## src/common/awsf_pkg.sv

```systemverilog
// constants and types shared by the alu with status flags
package awsf_pkg;
   // register byte offsets on the avalon slave
   localparam logic [4:0] ACC_OFS   = 5'h00;
   localparam logic [4:0] OPND_OFS  = 5'h04;
   localparam logic [4:0] CMD_OFS   = 5'h08;
   localparam logic [4:0] RES_OFS   = 5'h0C;
   localparam logic [4:0] FLAGS_OFS = 5'h10;
   // command word field positions
   localparam int CMD_OP_LSB     = 0;
   localparam int CMD_USE_IMM    = 4;
   localparam int CMD_DEST_FILE  = 5;
   localparam int CMD_DEST_FLAGS = 6;
   localparam int CMD_SRC_ACC    = 7;
   localparam int CMD_IMM_LSB    = 8;
   // flag bit positions
   localparam int FLG_C    = 0;
   localparam int FLG_NIB  = 1;
   localparam int FLG_Z    = 2;
   localparam int FLG_SLP  = 3;
   localparam int FLG_WDOG = 4;
   // flag update masks and reset values
   localparam logic [2:0]  UPD_ALL  = 3'h7;
   localparam logic [2:0]  UPD_Z    = 3'h4;
   localparam logic [2:0]  UPD_C    = 3'h1;
   localparam logic [7:0]  DATA_RST = 8'h00;
   localparam logic [15:0] CMD_RST  = 16'h0000;
   // alu operations
   typedef enum logic [3:0] {
      OP_MOV    = 4'h0,
      OP_ADD    = 4'h1,
      OP_SUB    = 4'h2,
      OP_AND    = 4'h3,
      OP_OR     = 4'h4,
      OP_XOR    = 4'h5,
      OP_COM    = 4'h6,
      OP_INC    = 4'h7,
      OP_DEC    = 4'h8,
      OP_RLC    = 4'h9,
      OP_RRC    = 4'hA,
      OP_BSET   = 4'hB,
      OP_BCLR   = 4'hC,
      OP_ACC2F  = 4'hD,
      OP_WDTCLR = 4'hE,
      OP_SLEEP  = 4'hF
   } awsf_op_t;
   // avalon request from the master
   typedef struct packed {
      logic        read;
      logic        write;
      logic [4:0]  address;
      logic [31:0] writedata;
   } awsf_av_req_t;
   // alu result with flags and update mask
   typedef struct packed {
      logic [7:0] res;
      logic [2:0] flg;
      logic [2:0] upd;
   } awsf_alu_out_t;
   // per-cycle control of the flag register
   typedef struct packed {
      logic       wr;
      logic [2:0] wdata;
      logic [2:0] upd;
      logic [2:0] alu;
      logic       wdt_to;
      logic       wdt_clr;
      logic       sleep;
      logic       lv_rst;
   } awsf_flag_ctl_t;
endpackage : awsf_pkg

```

## src/design/awsf_top.sv

```systemverilog
// alu with accumulator and flag register behind an avalon slave
//
// The register offsets and the Avalon-MM interface to the registers were left to the implementer.
`timescale 1ns/10ps
module awsf_top
   import awsf_pkg::*;
(
   input  wire logic                   clock_i,
   input  wire logic                   rst_b_i,
   input  wire awsf_pkg::awsf_av_req_t av_i,
   output logic [31:0]                 av_readdata_o,
   output logic                        av_waitrequest_o,
   input  wire logic                   watchdog_timeout_i,
   input  wire logic                   low_voltage_reset_i,
   output logic [7:0]                  acc_o,
   output logic [7:0]                  flags_o
);
   import awsf_pkg::*;

   // module state apart from the flag register
   typedef struct packed {
      logic [7:0]  acc;
      logic [7:0]  opnd;
      logic [15:0] cmd;
      logic [7:0]  res;
      logic [7:0]  rdata;
      logic        ack;
   } awsf_top_st_t;

   awsf_top_st_t   q;
   awsf_top_st_t   d;
   awsf_alu_out_t  alu;
   awsf_flag_ctl_t fctl;
   awsf_op_t       op;
   logic           req;
   logic           take;
   logic           wr_go;
   logic           exec;
   logic           to_file;
   logic           to_flags;
   logic [7:0]     imm;
   logic [7:0]     file_val;
   logic [7:0]     a_op;
   logic [7:0]     b_op;
   logic [31:0]    wd;

   // request decode; one wait cycle, then the request is taken
   assign wd               = av_i.writedata;
   assign req              = av_i.read | av_i.write;
   assign take             = req & q.ack;
   assign wr_go            = take & av_i.write;
   assign av_waitrequest_o = req & ~q.ack;

   // command fields come straight from the write data
   assign op       = awsf_op_t'(wd[CMD_OP_LSB +: 4]);
   assign imm      = wd[CMD_IMM_LSB +: 8];
   assign exec     = wr_go && (av_i.address == CMD_OFS);
   assign to_flags = wd[CMD_DEST_FLAGS];
   assign to_file  = wd[CMD_DEST_FILE] | to_flags | (op == OP_BSET) |
                     (op == OP_BCLR) | (op == OP_ACC2F);

   // operand routing; flag register is the file when targeted
   always_comb begin
      file_val = to_flags ? flags_o : q.opnd;
      a_op     = q.acc;
      b_op     = wd[CMD_USE_IMM] ? imm : file_val;
      if (wd[CMD_SRC_ACC]) begin
         b_op = q.acc;
      end
   end

   awsf_alu_core awsf_alu_core_inst (
      .op_i  (op),
      .a_i   (a_op),
      .b_i   (b_op),
      .cin_i (flags_o[FLG_C]),
      .bit_i (imm[2:0]),
      .out_o (alu)
   );

   // flag register control for this cycle
   always_comb begin
      fctl         = '0;
      fctl.wdt_to  = watchdog_timeout_i;
      fctl.lv_rst  = low_voltage_reset_i;
      fctl.alu     = alu.flg;
      if (wr_go && (av_i.address == FLAGS_OFS)) begin
         fctl.wr    = 1'b1;
         fctl.wdata = wd[2:0];
      end
      if (exec) begin
         fctl.upd     = alu.upd;
         fctl.wdt_clr = (op == OP_WDTCLR);
         fctl.sleep   = (op == OP_SLEEP);
         if (to_flags && (op != OP_WDTCLR) && (op != OP_SLEEP)) begin
            fctl.wr    = 1'b1;
            fctl.wdata = alu.res[2:0];
         end
      end
   end

   awsf_flag_reg awsf_flag_reg_inst (
      .clock_i (clock_i),
      .rst_b_i (rst_b_i),
      .ctl_i   (fctl),
      .flags_o (flags_o)
   );

   // next state: bus writes, command execution and read capture
   always_comb begin
      d     = q;
      d.ack = req & ~q.ack;
      if (wr_go) begin
         unique case (av_i.address)
            ACC_OFS:  d.acc  = wd[7:0];
            OPND_OFS: d.opnd = wd[7:0];
            CMD_OFS:  d.cmd  = wd[15:0];
            default:  d.acc  = q.acc;
         endcase
      end
      if (exec && (op != OP_WDTCLR) && (op != OP_SLEEP)) begin
         d.res = alu.res;
         if (!to_file) begin
            d.acc = alu.res;
         end
      end
      if (av_i.read && !q.ack) begin
         unique case (av_i.address)
            ACC_OFS:   d.rdata = q.acc;
            OPND_OFS:  d.rdata = q.opnd;
            CMD_OFS:   d.rdata = q.cmd[7:0];
            RES_OFS:   d.rdata = q.res;
            FLAGS_OFS: d.rdata = flags_o;
            default:   d.rdata = DATA_RST;
         endcase
      end
   end

   // state register
   always_ff @(posedge clock_i) begin
      if (!rst_b_i) begin
         q.acc   <= DATA_RST;
         q.opnd  <= DATA_RST;
         q.cmd   <= CMD_RST;
         q.res   <= DATA_RST;
         q.rdata <= DATA_RST;
         q.ack   <= 1'b0;
      end else begin
         q <= d;
      end
   end

   // outputs from flip-flops
   assign av_readdata_o = {24'h000000, q.rdata};
   assign acc_o         = q.acc;
endmodule : awsf_top

```

## src/design/awsf_alu_core.sv

```systemverilog
// combinational 8-bit alu with carry, nibble carry and zero
`timescale 1ns/10ps
module awsf_alu_core (
   input  wire awsf_pkg::awsf_op_t      op_i,
   input  wire logic [7:0]              a_i,
   input  wire logic [7:0]              b_i,
   input  wire logic                    cin_i,
   input  wire logic [2:0]              bit_i,
   output awsf_pkg::awsf_alu_out_t      out_o
);
   import awsf_pkg::*;
   logic [8:0] sum;
   logic [4:0] nib;

   // operation select; a is the accumulator side
   always_comb begin
      out_o = '0;
      sum   = {1'b0, a_i} + {1'b0, b_i};
      nib   = {1'b0, a_i[3:0]} + {1'b0, b_i[3:0]};
      unique case (op_i)
         OP_MOV: begin
            out_o.res = b_i;
            out_o.upd = UPD_Z;
         end
         OP_ADD: begin
            out_o.res       = sum[7:0];
            out_o.flg[FLG_C]  = sum[8];
            out_o.flg[FLG_NIB] = nib[4];
            out_o.upd       = UPD_ALL;
         end
         OP_SUB: begin // b minus a, carries are not-borrow
            sum = {1'b0, b_i} - {1'b0, a_i};
            nib = {1'b0, b_i[3:0]} - {1'b0, a_i[3:0]};
            out_o.res       = sum[7:0];
            out_o.flg[FLG_C]  = ~sum[8];
            out_o.flg[FLG_NIB] = ~nib[4];
            out_o.upd       = UPD_ALL;
         end
         OP_AND: begin
            out_o.res = a_i & b_i;
            out_o.upd = UPD_Z;
         end
         OP_OR: begin
            out_o.res = a_i | b_i;
            out_o.upd = UPD_Z;
         end
         OP_XOR: begin
            out_o.res = a_i ^ b_i;
            out_o.upd = UPD_Z;
         end
         OP_COM: begin
            out_o.res = ~b_i;
            out_o.upd = UPD_Z;
         end
         OP_INC: begin
            out_o.res = b_i + 8'h01;
            out_o.upd = UPD_Z;
         end
         OP_DEC: begin
            out_o.res = b_i - 8'h01;
            out_o.upd = UPD_Z;
         end
         OP_RLC: begin // shift left through carry
            out_o.res        = {b_i[6:0], cin_i};
            out_o.flg[FLG_C] = b_i[7];
            out_o.upd        = UPD_C;
         end
         OP_RRC: begin // shift right through carry
            out_o.res        = {cin_i, b_i[7:1]};
            out_o.flg[FLG_C] = b_i[0];
            out_o.upd        = UPD_C;
         end
         OP_BSET:   out_o.res = b_i | (8'h01 << bit_i);
         OP_BCLR:   out_o.res = b_i & ~(8'h01 << bit_i);
         OP_ACC2F:  out_o.res = a_i;
         OP_WDTCLR: out_o.res = b_i;
         OP_SLEEP:  out_o.res = b_i;
      endcase
      out_o.flg[FLG_Z] = (out_o.res == 8'h00);
   end
endmodule : awsf_alu_core

```

## src/design/awsf_flag_reg.sv

```systemverilog
// flag register: arithmetic flags plus watchdog and sleep flags
`timescale 1ns/10ps
module awsf_flag_reg (
   input  wire logic                    clock_i,
   input  wire logic                    rst_b_i,
   input  wire awsf_pkg::awsf_flag_ctl_t ctl_i,
   output logic [7:0]                   flags_o
);
   import awsf_pkg::*;
   typedef struct packed {
      logic       wdog;
      logic       slp;
      logic [2:0] ar;
   } awsf_flg_st_t;
   awsf_flg_st_t q, d;

   // next flags; events set over clears, reset sources win
   always_comb begin
      d = q;
      if (ctl_i.wr) begin
         d.ar = ctl_i.wdata;
      end
      d.ar = (d.ar & ~ctl_i.upd) | (ctl_i.alu & ctl_i.upd);
      if (ctl_i.wdt_clr) begin
         d.wdog = 1'b0;
         d.slp  = 1'b0;
      end
      if (ctl_i.sleep) begin
         d.wdog = 1'b0;
         d.slp  = 1'b1;
      end
      if (ctl_i.wdt_to) begin
         d.wdog = 1'b1;
      end
      if (ctl_i.lv_rst) begin
         d = '0;
      end
   end

   // register, all defined bits clear at reset
   always_ff @(posedge clock_i) begin
      if (!rst_b_i) begin
         q <= '0;
      end else begin
         q <= d;
      end
   end

   assign flags_o = {3'h0, q.wdog, q.slp, q.ar};
endmodule : awsf_flag_reg

```

## config.mk

```make
export PLATFORM = sky130hd
export DESIGN_NAME = awsf_top
export DESIGN_NICKNAME = d
export VERILOG_FILES = /design/src/common/awsf_pkg.sv /design/src/design/awsf_top.sv /design/src/design/awsf_alu_core.sv /design/src/design/awsf_flag_reg.sv
export SDC_FILE = /design/constraint.sdc
export NUM_CORES = 1
export LEC_CHECK = 0
export BUFFER_PORTS_ARGS = -buffer_cell sky130_fd_sc_hd__buf_2
export CAP_MARGIN = 20
export CORE_MARGIN = 2
export CORE_UTILIZATION = 39
export DETAILED_ROUTE_END_ITERATION = 7
export PLACE_DENSITY_LB_ADDON = 0.2
export SYNTH_ARGS = -nofsm -noshare
export SYNTH_HDL_FRONTEND = slang
export SYNTH_SLANG_ARGS = --single-unit
```

## constraint.sdc

```tcl
create_clock -name clock_i -period 6.2 [get_ports clock_i]
set_input_delay 0.62 -clock clock_i [delete_from_list [all_inputs] [get_ports clock_i]]
set_output_delay 0.62 -clock clock_i [all_outputs]
set_load 0.005 [all_outputs]
```

# --- After elaboration in Yosys (flattened, before gate mapping) ---
# Index checks and enable logic that the tools add are counted.
# W data, S select, Z words.
word_totals:
  wordCells: 102
  out_inout_bits: 49
  in_bits: 43
  register_bits: 54
classes:
  addsub: 6
  reduce_logical: 20
  shift: 1
  n_mux: 22
  eq_ne: 21
  bitwise: 23
op_table:
  columns: ["op", "n"]
  rows:
  - ["$pmux W8 S14", 1]
  - ["$mux W8", 7]
  - ["$pmux W8 S5", 1]
  - ["$eq A4 B4 Y1 const B", 8]
  - ["$mux W32", 1]
  - ["$and A8 B8 Y8", 2]
  - ["$eq A4 B3 Y1 const B", 4]
  - ["$mux W16", 1]
  - ["$not A8 Y8", 2]
  - ["$or A8 B8 Y8", 2]
  - ["$eq A5 B4 Y1 const B", 2]
  - ["$add A8 B8 Y9", 1]
  - ["$pmux W3 S3", 1]
  - ["$sub A8 B8 Y9", 1]
  - ["$add A8 B1 Y8 const B", 1]
  - ["$eq A4 B2 Y1 const B", 2]
  - ["$logic_not A8 Y1", 1]
  - ["$mux W4", 2]
  - ["$ne A4 B4 Y1 const B", 2]
  - ["$shl A1 B3 Y8 const A", 1]
  - ["$sub A8 B1 Y8 const B", 1]
  - ["$xor A8 B8 Y8", 1]
  - ["$logic_and A1 B1 Y1", 7]
  - ["$mux W7", 1]
  - ["other kinds (25)", 40]

# --- Longest topological paths before layout ---
# Gate-level depths: netlist (run 1).
depth:
  ltp_word: 10
  mapped_depth: 14
  mapped_depth_nobuf: 13

# --- Hierarchy ---
# From an unflattened synthesis (run 1), not the netlist that was laid out.
hier_totals:
  cells_unflattened: 660
  area_unflattened_um2: 5008.6
by_module_without_submodules:
  columns: ["mod", "seq_area_each_um2", "area_per_inst_um2", "n_inst", "cells_each"]
  rows:
  - ["awsf_top", 820.8, 2622.5, 1, 308]
  - ["awsf_alu_core", 0.0, 2138.3, 1, 324]
  - ["awsf_flag_reg", 100.1, 247.7, 1, 28]

# --- Worst setup path after synthesis (run 1) ---
# Ideal clock, no wire load.
synth_path:
  kind: "input-to-reg"
  from: "in av_i[8] (netlist bit)"
  to: "reg with a tool-made name"
  path_stages: 14
  arrival_ns: 3.334
  slack_ns: 2.771
  t_required_ns: 6.104
  setup_time_ns: 0.096
  n_path_buf: 1
  cell_sequence: "clkbuf_1 > nor3b_2 > a211oi_4 > inv_1 > ha_1 > fa_1 > nor2b_1 > o21ai_0 > a211oi_1 > o21ai_0 > a221oi_1 > or3_1 > inv_1 > o41ai_2"
synth_rtl:
  columns: ["element", "line", "source"]
  rows:
  - ["from (decl)", "awsf_top.sv:10", "input wire awsf_pkg::awsf_av_req_t av_i,"]

==> results of run 1 <==
state kept, by name, indices dropped and copies added (netlist names), named ones only:
signal	count
av_readdata_o	8
acc_o	8
awsf_flag_reg_inst.flags_o	2
q	25
stage by stage:
stage / cells / instance area, um^2 / util [%] / power, mW / hold WS, ps
final: 781 / 4990 / 41.5 / 0.801 / 464
after global routing: 781 / 4990 / 41.5 / 0.835 / 502
after CTS: 781 / 4990 / 41.5 / 0.800 / 463
after detailed placement: 773 / 4820 / 40.2 / 0.506 / 454
after global placement: 773 / 4820 / 40.2 / 0.504 / 453
after floorplan: 659 / 4910 / - / 0.463 / 435
area by class of cell:
class / count / area [um^2]
fill: 1252 / 7020
multi-input combinational: 506 / 3380
sequential: 46 / 921
timing repair buffer: 48 / 240
tap: 147 / 184
clock buffer: 7 / 133
inverter: 26 / 97.6
clock inverter: 1 / 30.0
final timing paths:
path                       startpoint                  to  slack, ps  depth (start not counted)
setup / recovery              av_i[6]            register       2170                         14
hold / removal     q[14]$_SDFFE_PN0P_  q[14]$_SDFFE_PN0P_        460                          2
setup reg to reg  acc_o[0]$_SDFF_PN0_            register       2190                         13
hold reg to reg    q[14]$_SDFFE_PN0P_  q[14]$_SDFFE_PN0P_        460                          2
synth_stat cells, drive strengths merged, types with 6 or more instances:
cell    number
nor2b       25
a222oi       8
o21ai       29
dfxtp       46
o211ai       9
a211oi       6
mux2i       19
a21oi       58
nor2        30
nand2b       9
and2         6
a21boi      12
nor3         9
nand2       86
o22ai       11
inv         26
nand3        6
ha          22
clkbuf      20
and3         6
buf         61
a221oi       6
o211a        9
xnor2        9
nor3b        7
power by group through the flow:
| stage | Combinational (mW) | Sequential (mW) | Clock (mW) |
|---|---|---|---|
| 4_1_cts | 0.201 | 0.299 | 0.300 |
| 3_3_place_gp | 0.198 | 0.306 | 0 |
| 6_report | 0.206 | 0.299 | 0.296 |
| 5_1_grt | 0.224 | 0.299 | 0.312 |
| 2_1_floorplan | 0.158 | 0.305 | 0 |
| 3_5_place_dp | 0.200 | 0.306 | 0 |
metal layers:
layer	global-route usage [%]	wire (um)
met5	0	0
met4	5.54	284
met1	33.3	7130
met2	37.1	7060
met3	4.27	1220
worst max-delay path: stages:
cell and delay (ps):
buf_2 300, mux2i_2 140, a211oi_4 640, inv_1 100
ha_1 270, fa_1 420, nor2b_1 150, o21ai_0 120
a211oi_1 360, o21ai_0 210, a221oi_1 280, or3_1 200
inv_1 80, o41ai_2 320
kinds of logic after synthesis:
kind of cell,share of synthesized area (%)
compound gates,31.1
xor+xnor,2.55
fa+ha+maj,6.96
buf+inv,12.7
flops,19.1
mux,4.96
other cells,0.0779
simple gates,22.6
==> summary.md, run 1 <==
| Metric | Value |
|---|---|
| GRT overflow | 0 |
| Crit end category | register |
| First-pass GRT wire length | about 25000 um |
| Async S/R FF share, synth | 0% |
| Status | complete, no violations |
| Port Buffers | 48 |
| Final Wtd Congestion | between 0.9 and 1 |
| Clock root buffer | clkbuf_16 |
| Post-synth top area share | a little under a fifth |
| Critical path class | input pin to register |
| Worst-Skew Late Latency | 280 ps |
| Crit path arrival time | 4220 ps |
| Drt total wl | 15700 um |
| Period utilization | between 60% and 70% |
| Post-DR vias/cell | roughly 6.1 |
| Slew @ Worst Pin | slightly below 1000 ps |
| Initial Util | roughly two fifths |
| Pin count of the biggest net entering global routing | 43 |
| Number of global-route vias before repair | approximately 4500 |
| Cell Rows | 40 |
| CTS tree | done |
| Fmax | between 0.2 and 0.25 GHz |
| Reg power frac | a little under two fifths |
| Area of the core | 12000 um^2 |
| Most frequent cells in the layout | nand2_1, a21oi_1, buf_2 |
| Avg WL per Cell | around 20 um |
| Area contributors post-synth | dfxtp_1, buf_4, nand2_1 |
| Max FO, Critical Path | 13 |
| Final Hold Viols | 0 |
| Slack of the critical path | ~2200 ps |
| Die width | between 100 and 150 um |
| DP HPWL | roughly 12000 um |
| Combinational power share | between 20% and 30% |
| Cts repair resizes | 0 |
| Post-Route Skew | between 6 and 7 ps |
| Drt drc | 0 |
| Post-synthesis register bit count | 46 |
| PD cells | approximately 160 nW/um^2 |
| Vias after detailed routing | between 4000 and 5000 |
| Ant diodes | 0 |
| Max transition margin | between 30 and 40% |
| H-tree Lvls | 2 |
| Clock power share | a little under two fifths |
| Leakage | 1.99 nW |
| Share of layout cells above drive strength 1 | a little over an eighth |
| Post-synthesis cell type with the largest combined area | dfxtp_1 |
| Die area | roughly 13000 um^2 |
| Hold Path Class | register to register |
| Max-Cap Viols | 0 |
| Initial antenna violation count | 0 |
| Final setup vio count | 0 |
| Synth Instances | 633 |
| Synth Flop Type | dfxtp_1 |
| Setup Buffers After CTS | 0 |
| Peak VDD IR | around 0.09 mV |
| Top-level I/O count | 92 |
| Final setup TNS | 0 ps |
| Critical Path RT | around 6400 ps |
| RSZ-0062 raised after global routing | no |
| Sequential share of the synthesized area | between 10% and 20% |
| Num CTS Buffers | 5 |
| Crit start category | input pin |
| Clock sink count | 46 |
| Synthesized cell area | 4820 um^2 |
| Initial DRC Count | 467 |
| Sw frac | about 30% |
| Gr usage total | around a quarter |
| DRT Pass-1 Iters | 5 |
| Ys Warns | 0 |
| Syn avg cell area | 7.61 um^2 |
| Period minus WS final | 4030 ps |
| Post-placement setup slack | 1940 ps |
| Clock buffer depth | 2 |
| Post-synthesis cell type count | 86 |
| Reg clk slew, reported paths | ~60 ps |
| Cell-internal power | ~560 uW |
| # hold bufs at CTS | 0 |
| Slew Limit Fails | 0 |
| NetSw | between 200 and 250 uW |
| Area Overhead vs Synth | 3.56% |
| EDFF count, synth | 0 |
| Die height | about 120 um |
| Post-route ant nets | 0 |
| Commonest non-fill, non-tap cell in the layout | nand2_1 |
| Nets | roughly 700 |
Note: power is estimated with default switching activity, not from simulation.
==> run 2: changes to the inputs <==
==> constraint.sdc (replaced) <==
create_clock -name clock_i -period 3.8 [get_ports clock_i]
set_input_delay 0.38 -clock clock_i [delete_from_list [all_inputs] [get_ports clock_i]]
set_output_delay 0.38 -clock clock_i [all_outputs]
set_load 0.005 [all_outputs]
==> run 2 against run 1 <==
Combinational power rose by 76%. Cell count rose by 3.6%. Global-route usage rose by 1.1 points. Routed wire length rose by 4.9%. Largest cell class unchanged. Utilization rose by 1.6 points. Total power rose by 61%. Via count rose by 4.0%. Sequential share of layout area fell by 0.70 points. Die area did not move. Design area rose by 3.9%.
==> summary.md, run 2 (same netlist as run 1, synthesis figures left out) <==
| Metric | Value |
|---|---|
| Commonest non-fill, non-tap cell in the layout | nand2_1 (unchanged) |
| Die height | 115 um (unchanged) |
| Final Hold Viols | 0 (unchanged) |
| Number of global-route vias before repair | 4463 (was 4525) |
| Clock sink count | 46 (unchanged) |
| Leakage | 2.13 nW (was 1.99 nW) |
| Post-placement setup slack | 97.8 ps (was 1940 ps) |
| Post-route ant nets | 0 (unchanged) |
| Crit end category | register (unchanged) |
| Cts repair resizes | 0 (unchanged) |
| Reg2Reg Setup Slack | 430 ps (was 2190 ps) |
| DP HPWL | 12500 um (was 11700 um) |
| H-tree Lvls | 2 (unchanged) |
| Avg WL per Cell | 20.4 um (was 20.1 um) |
| WHS | 312 ps (was 464 ps) |
| Largest register FFs | 25 (unchanged) |
| Setup Buffers After CTS | 0 (unchanged) |
| Initial DRC Count | 516 (was 467) |
| CP top delay family | compound AO/OA/AOI/OAI gates (unchanged) |
| Vias after detailed routing | 4928 (was 4737) |
| Area after DPL | 5030 um^2 (was 4820 um^2) |
| Ant diodes | 0 (unchanged) |
| GRT overflow | 0 (unchanged) |
| Reg clk slew, reported paths | 60 ps (about the same) |
| Period minus WS final | between 3000 and 4000 ps |
| Nets | 729 (was 701) |
| Max-Cap Viols | 0 (unchanged) |
| PD cells | 248 nW/um^2 (was 161 nW/um^2) |
| Worst-Skew Late Latency | 280 ps (about the same) |
| GR Util met2 | 37.3% (was 37.1%) |
| Final setup vio count | 0 (unchanged) |
| Clock root buffer | clkbuf_16 (unchanged) |
| RSZ-0062 raised after global routing | no (unchanged) |
| Crit path arrival time | 3670 ps (was 4220 ps) |
| Fill count | 1245 (was 1252) |
| Routing usage on met3 | 3.32% (was 4.27%) |
| Clock buffer depth | 2 (unchanged) |
| Most frequent cells in the layout | nand2_1, a21oi_1, buf_2 (unchanged) |
| Met1 usage | 36.7% (was 33.3%) |
| Initial Util | 40.1% (unchanged) |
| Share of layout cells above drive strength 1 | 17.1% (was 13.2%) |
| Slack of the critical path | 321 ps (was 2170 ps) |
| # hold bufs at CTS | 0 (unchanged) |
| WP buf/inv | 2 (was 3) |
| Register bank with the most flops | q (unchanged) |
| Fmax | 0.287 GHz |
| Max FO, Critical Path | 14 (was 13) |
| CTS tree | done (unchanged) |
| Post-Route Skew | 4.67 ps (was 6.23 ps) |
| Finished Cell Area | 5180 um^2 (was 4990 um^2) |
| Crit start category | input pin (unchanged) |
| Cell chain of the critical path | buf_2, nand2b_1, o22ai_1, a21oi_1, ha_1, nor2b_1, o21ai_0, a211oi_1, or2_2, a2111oi_2, or3_1, inv_1, o41ai_2 (was buf_2, mux2i_2, a211oi_4, inv_1, ha_1, fa_1, nor2b_1, o21ai_0, a211oi_1, o21ai_0, a221oi_1, or3_1, inv_1, o41ai_2) |
| Crit path largest cell delay | 480 ps (was 640 ps) |
| First-pass GRT wire length | 25400 um (was 24500 um) |
| Critical path class | input pin to register (unchanged) |
| Cell Rows | 40 (unchanged) |
| Top-level I/O count | 92 (unchanged) |
| Port Buffers | 48 (unchanged) |
| Final Wtd Congestion | 0.970 (was 0.948) |
| Max transition margin | 49.7% (was 33.4%) |
| Hold Path Class | input pin to register (was register to register) |
| Area of the core | 12000 um^2 (unchanged) |
| Die width | 115 um (unchanged) |
| Post-DR vias/cell | 6.09 (was 6.07) |
| DRT Pass-1 Iters | 5 (unchanged) |
| Drt total wl | 16500 um (was 15700 um) |
| Area Overhead vs Synth | 7.61% (was 3.56%) |
| Slew Limit Fails | 0 (unchanged) |
| Pin count of the biggest net entering global routing | 43 (unchanged) |
| Num CTS Buffers | 5 (unchanged) |
| Status | complete, no violations (unchanged) |
| Critical Path RT | 4000 ps (was 6390 ps) |
| Die area | 13300 um^2 (unchanged) |
| Period utilization | around 92% |
| Slowest stage cell, crit path | a21oi_1 (was a211oi_4) |
| Final setup TNS | 0 ps (unchanged) |
| Peak VDD IR | 0.156 mV (was 0.0894 mV) |
| Gr busiest metal | met2 (unchanged) |
| Slew @ Worst Pin | 742 ps (was 991 ps) |
| Drt drc | 0 (unchanged) |
| Initial antenna violation count | 0 (unchanged) |
| Gr usage total | 24.6% (was 23.5%) |
## run 2: cell types whose count changed in the layout (fill, tap and decap cells not counted)
cell	previous run	this run
buf_4	0	28
clkbuf_8	0	1
clkbuf_1	2	1
bufinv_16	1	0
clkinv_2	0	1
## run 2: cell type report
type,count,area (um^2),share of cell area [%]
Clock inverter,1,5.00,0.0966
Multi-Input combinational cell,506,3380,65.3
Inverter,26,97.6,1.88
Sequential cell,46,921,17.8
Timing Repair Buffer,76,450,8.69
Clock buffer,7,143,2.75
Tap cell,147,184,3.55
## run 2: report_power, final
group / switching (mW) / internal, mW
sequential: 0.00269 / 0.485
clock: 0.177 / 0.261
combinational: 0.233 / 0.130
total: 0.412 / 0.876
## run 2: worst register-to-register path, cell delays in order (launching register included)
cell and delay [ps]:
dfxtp_1 450, mux2i_1 120, a21oi_1 490, ha_1 390, nor2b_1 150, o21ai_0 250
a211oi_1 150, or2_2 320, a2111oi_2 320, or3_1 240, inv_1 90, o41ai_2 310
## run 2: worst paths after layout
check | from | to | depth (start not counted)
worst max register to register | register | register | 11
worst max-delay path | av_i[7] | register | 13
worst min-delay path | watchdog_timeout_i | awsf_flag_reg_inst.flags_o[4]$_SDFFE_PP0P_ | 3
worst min register to register | q[19]$_SDFFE_PN0P_ | q[19]$_SDFFE_PN0P_ | 2
## run 2: routing by layer
layer / share of wire [%] / vias up
li1: - / 2302
met1: 46 / 2366
met2: 44 / 234
met3: 8.1 / 26
met4: 2.1 / 0
met5: 0 / -
## run 2: stage by stage
step / total power, mW / instances / utilization [%]
floorplan: 0.755 / 659 / -
global placement: 0.846 / 801 / 41.9
detailed placement: 0.849 / 801 / 41.9
CTS: 1.28 / 809 / 43.1
global route: 1.34 / 809 / 43.1
finish: 1.29 / 809 / 43.1
==> run 3: changes to the inputs <==
==> constraint.sdc (replaced) <==
create_clock -name clock_i -period 3.8 [get_ports clock_i]
set_input_delay 0.19 -clock clock_i [delete_from_list [all_inputs] [get_ports clock_i]]
set_output_delay 0.19 -clock clock_i [all_outputs]
set_load 0.005 [all_outputs]
==> run 3 against run 2 <==
Register-to-register slack worse by 140 ps. Via count down 0.87%. First-iteration DRC count up 2.7%. Non-clock buffer count down 5. Cell count down 0.62%. Hold slack worse by 200 ps. Die area unchanged. Maximum frequency down 1.0%. Largest cell class unchanged. Highest routed layer unchanged.
==> summary.md, run 3 (same netlist as run 1, synthesis figures left out) <==
| Metric | Value |
|---|---|
| Status | complete, no violations (unchanged) |
| Critical path class | register to register (was input pin to register) |
| NetSw | 427 uW (was 412 uW) |
| GRT overflow | 0 (unchanged) |
| Clock power share | 34.3% (was 34.0%) |
| Reg2Reg Setup Slack | 290 ps (was 430 ps) |
| Die width | 115 um (unchanged) |
| Fmax | 0.285 GHz (was 0.287 GHz) |
| Setup Buffers After CTS | 0 (unchanged) |
| Initial DRC Count | 530 (was 516) |
| Initial Util | 40.1% (unchanged) |
| Final Hold Viols | 0 (unchanged) |
| Port Buffers | 48 (unchanged) |
| First-pass GRT wire length | 25500 um (was 25400 um) |
| Max transition margin | 46.0% (was 49.7%) |
| Hold Path Class | input pin to register (unchanged) |
| Cell chain of the critical path | mux2i_1, a21oi_1, ha_1, nor2b_1, o21ai_0, a211oi_1, or2_2, a2111oi_2, or3_1, inv_1, o41ai_2 (was buf_2, nand2b_1, o22ai_1, a21oi_1, ha_1, nor2b_1, o21ai_0, a211oi_1, or2_2, a2111oi_2, or3_1, inv_1, o41ai_2) |
| Cell-internal power | 854 uW (was 876 uW) |
| H-tree Lvls | 2 (unchanged) |
| Most frequent cells in the layout | nand2_1, a21oi_1, buf_2 (unchanged) |
| Commonest non-fill, non-tap cell in the layout | nand2_1 (unchanged) |
| Clock buffer depth | 2 (unchanged) |
| Crit end category | register (unchanged) |
| Nets | 724 (was 729) |
| Top-level I/O count | 92 (unchanged) |
| Area Overhead vs Synth | 6.81% (was 7.61%) |
| Reg clk slew, reported paths | 70 ps (was 60 ps) |
| Final setup TNS | 0 ps (unchanged) |
| Area of the core | 12000 um^2 (unchanged) |
| Share of layout cells above drive strength 1 | 16.6% (was 17.1%) |
| Register bank with the most flops | q (unchanged) |
| Fill count | 1243 (was 1245) |
| Clock sink count | 46 (unchanged) |
| Slowest stage cell, crit path | a21oi_1 (unchanged) |
| Initial antenna violation count | 0 (unchanged) |
| Drt total wl | 16400 um (was 16500 um) |
| Post-DR vias/cell | 6.08 (was 6.09) |
| HP Start | watchdog_timeout_i (unchanged) |
| Die height | 115 um (unchanged) |
| Num CTS Buffers | 5 (unchanged) |
| Reg power frac | 38.0% (was 37.8%) |
| Gr usage total | 24.7% (was 24.6%) |
| Period utilization | 92.5% (was 91.6%) |
| Reg2reg path depth | 11 (unchanged) |
| Worst hold stages | 3 (unchanged) |
| Critical Path RT | 3990 ps (was 4000 ps) |
| Combinational power share | 27.7% (was 28.2%) |
| Number of global-route vias before repair | 4559 (was 4463) |
| Peak VDD IR | 0.170 mV (was 0.156 mV) |
| Slew Limit Fails | 0 (unchanged) |
| Finished Cell Area | 5140 um^2 (was 5180 um^2) |
| Drt drc | 0 (unchanged) |
| Clock root buffer | clkbuf_16 (unchanged) |
| # hold bufs at CTS | 0 (unchanged) |
| CTS tree | done (unchanged) |
| Pin count of the biggest net entering global routing | 43 (unchanged) |
| DP HPWL | 12400 um (was 12500 um) |
| Cell Rows | 40 (unchanged) |
| Max-Cap Viols | 0 (unchanged) |
| Max FO, Critical Path | 8 (was 14) |
| Die area | 13300 um^2 (unchanged) |
| Area after DPL | 5000 um^2 (was 5030 um^2) |
| DRT Pass-1 Iters | 6 (was 5) |
| Slew @ Worst Pin | 809 ps (was 742 ps) |
| PD cells | 249 nW/um^2 (was 248 nW/um^2) |
| Crit start category | register (was input pin) |
| Crit path arrival time | 3710 ps (was 3670 ps) |
| Ant diodes | 0 (unchanged) |
| Post-route ant nets | 0 (unchanged) |
| Avg WL per Cell | 20.4 um (about the same) |
| Final Wtd Congestion | 0.993 (was 0.970) |
| Vias after detailed routing | 4885 (was 4928) |
| Hold path endpoint | awsf_flag_reg_inst.flags_o[4]$_SDFFE_PP0P_ (unchanged) |
| Worst-Skew Late Latency | 290 ps (was 280 ps) |
| Sw frac | 33.3% (was 32.0%) |
| Cts repair resizes | 0 (unchanged) |
| Post-Route Skew | 4.62 ps (was 4.67 ps) |
| RSZ-0062 raised after global routing | no (unchanged) |
| Leakage | 2.10 nW (was 2.13 nW) |
| Largest register FFs | 25 (unchanged) |
| Period minus WS final | 3510 ps (was 3480 ps) |
| Crit path largest cell delay | 650 ps (was 480 ps) |
| Final setup vio count | 0 (unchanged) |
## run 3: changes by cell type in the layout (fill, tap and decap cells not counted)
cell / previous run / this run
clkbuf_1: 1 / 0
clkinv_4: 0 / 1
clkbuf_8: 1 / 0
clkinvlp_4: 0 / 1
buf_4: 28 / 23
## run 3: worst max path at each step
stage	slack [ps]	from	endpoint	depth (start not counted)
detailed placement	210	av_i[7]	register	13
global route	100	q[38]$_SDFFE_PN0P_	register	10
floorplan	740	acc_o[0]$_SDFF_PN0_	register	13
global placement	240	av_i[7]	register	13
CTS	350	register	register	11
finish	290	register	register	11
## run 3: metrics by stage
| step | hold slack [ps] | cells | setup slack (ps) | power, mW | util [%] |
|---|---|---|---|---|---|
| after floorplan | 307 | 659 | 738 | 0.755 | - |
| after global placement | 398 | 796 | 240 | 0.837 | 41.6 |
| after detailed placement | 414 | 796 | 210 | 0.841 | 41.6 |
| after CTS | 111 | 804 | 351 | 1.28 | 42.8 |
| after global routing | 108 | 804 | 104 | 1.34 | 42.8 |
| final | 115 | 804 | 285 | 1.28 | 42.8 |
## run 3: critical path: cells and delay by family, from the launching register on
kind | cells | cell delay (ps)
adder cells (fa/ha/maj) | 1 | 460
buffers and inverters | 1 | 70
flip-flops | 1 | 440
multiplexers | 1 | 120
AO/OA/AOI/OAI | 5 | 1650
AND/OR/NAND/NOR | 3 | 680
## run 3: power by group through the flow
stage,registers (mW),clock network (mW),logic [mW]
finish,0.487,0.440,0.354
global route,0.487,0.467,0.383
CTS,0.487,0.447,0.344
detailed placement,0.498,0,0.343
global placement,0.498,0,0.339
floorplan,0.497,0,0.257
## run 3: metal layers
layer  vias up  track usage, %  wire length, um
met5         -               0                0
met4         0            5.86              271
met3        22            4.59             1790
met2       251            37.1             7090
met1      2327            36.3             7280
li1       2285               -                -
## run 3: cell type report
class | instances | area [um^2] | area share (%)
inverter | 26 | 97.6 | 1.90
clock inverter | 3 | 21.3 | 0.414
tap | 147 | 184 | 3.58
sequential | 46 | 921 | 17.9
clock buffer | 5 | 125 | 2.43
timing repair buffer | 71 | 413 | 8.03
multi-input combinational | 506 | 3380 | 65.8
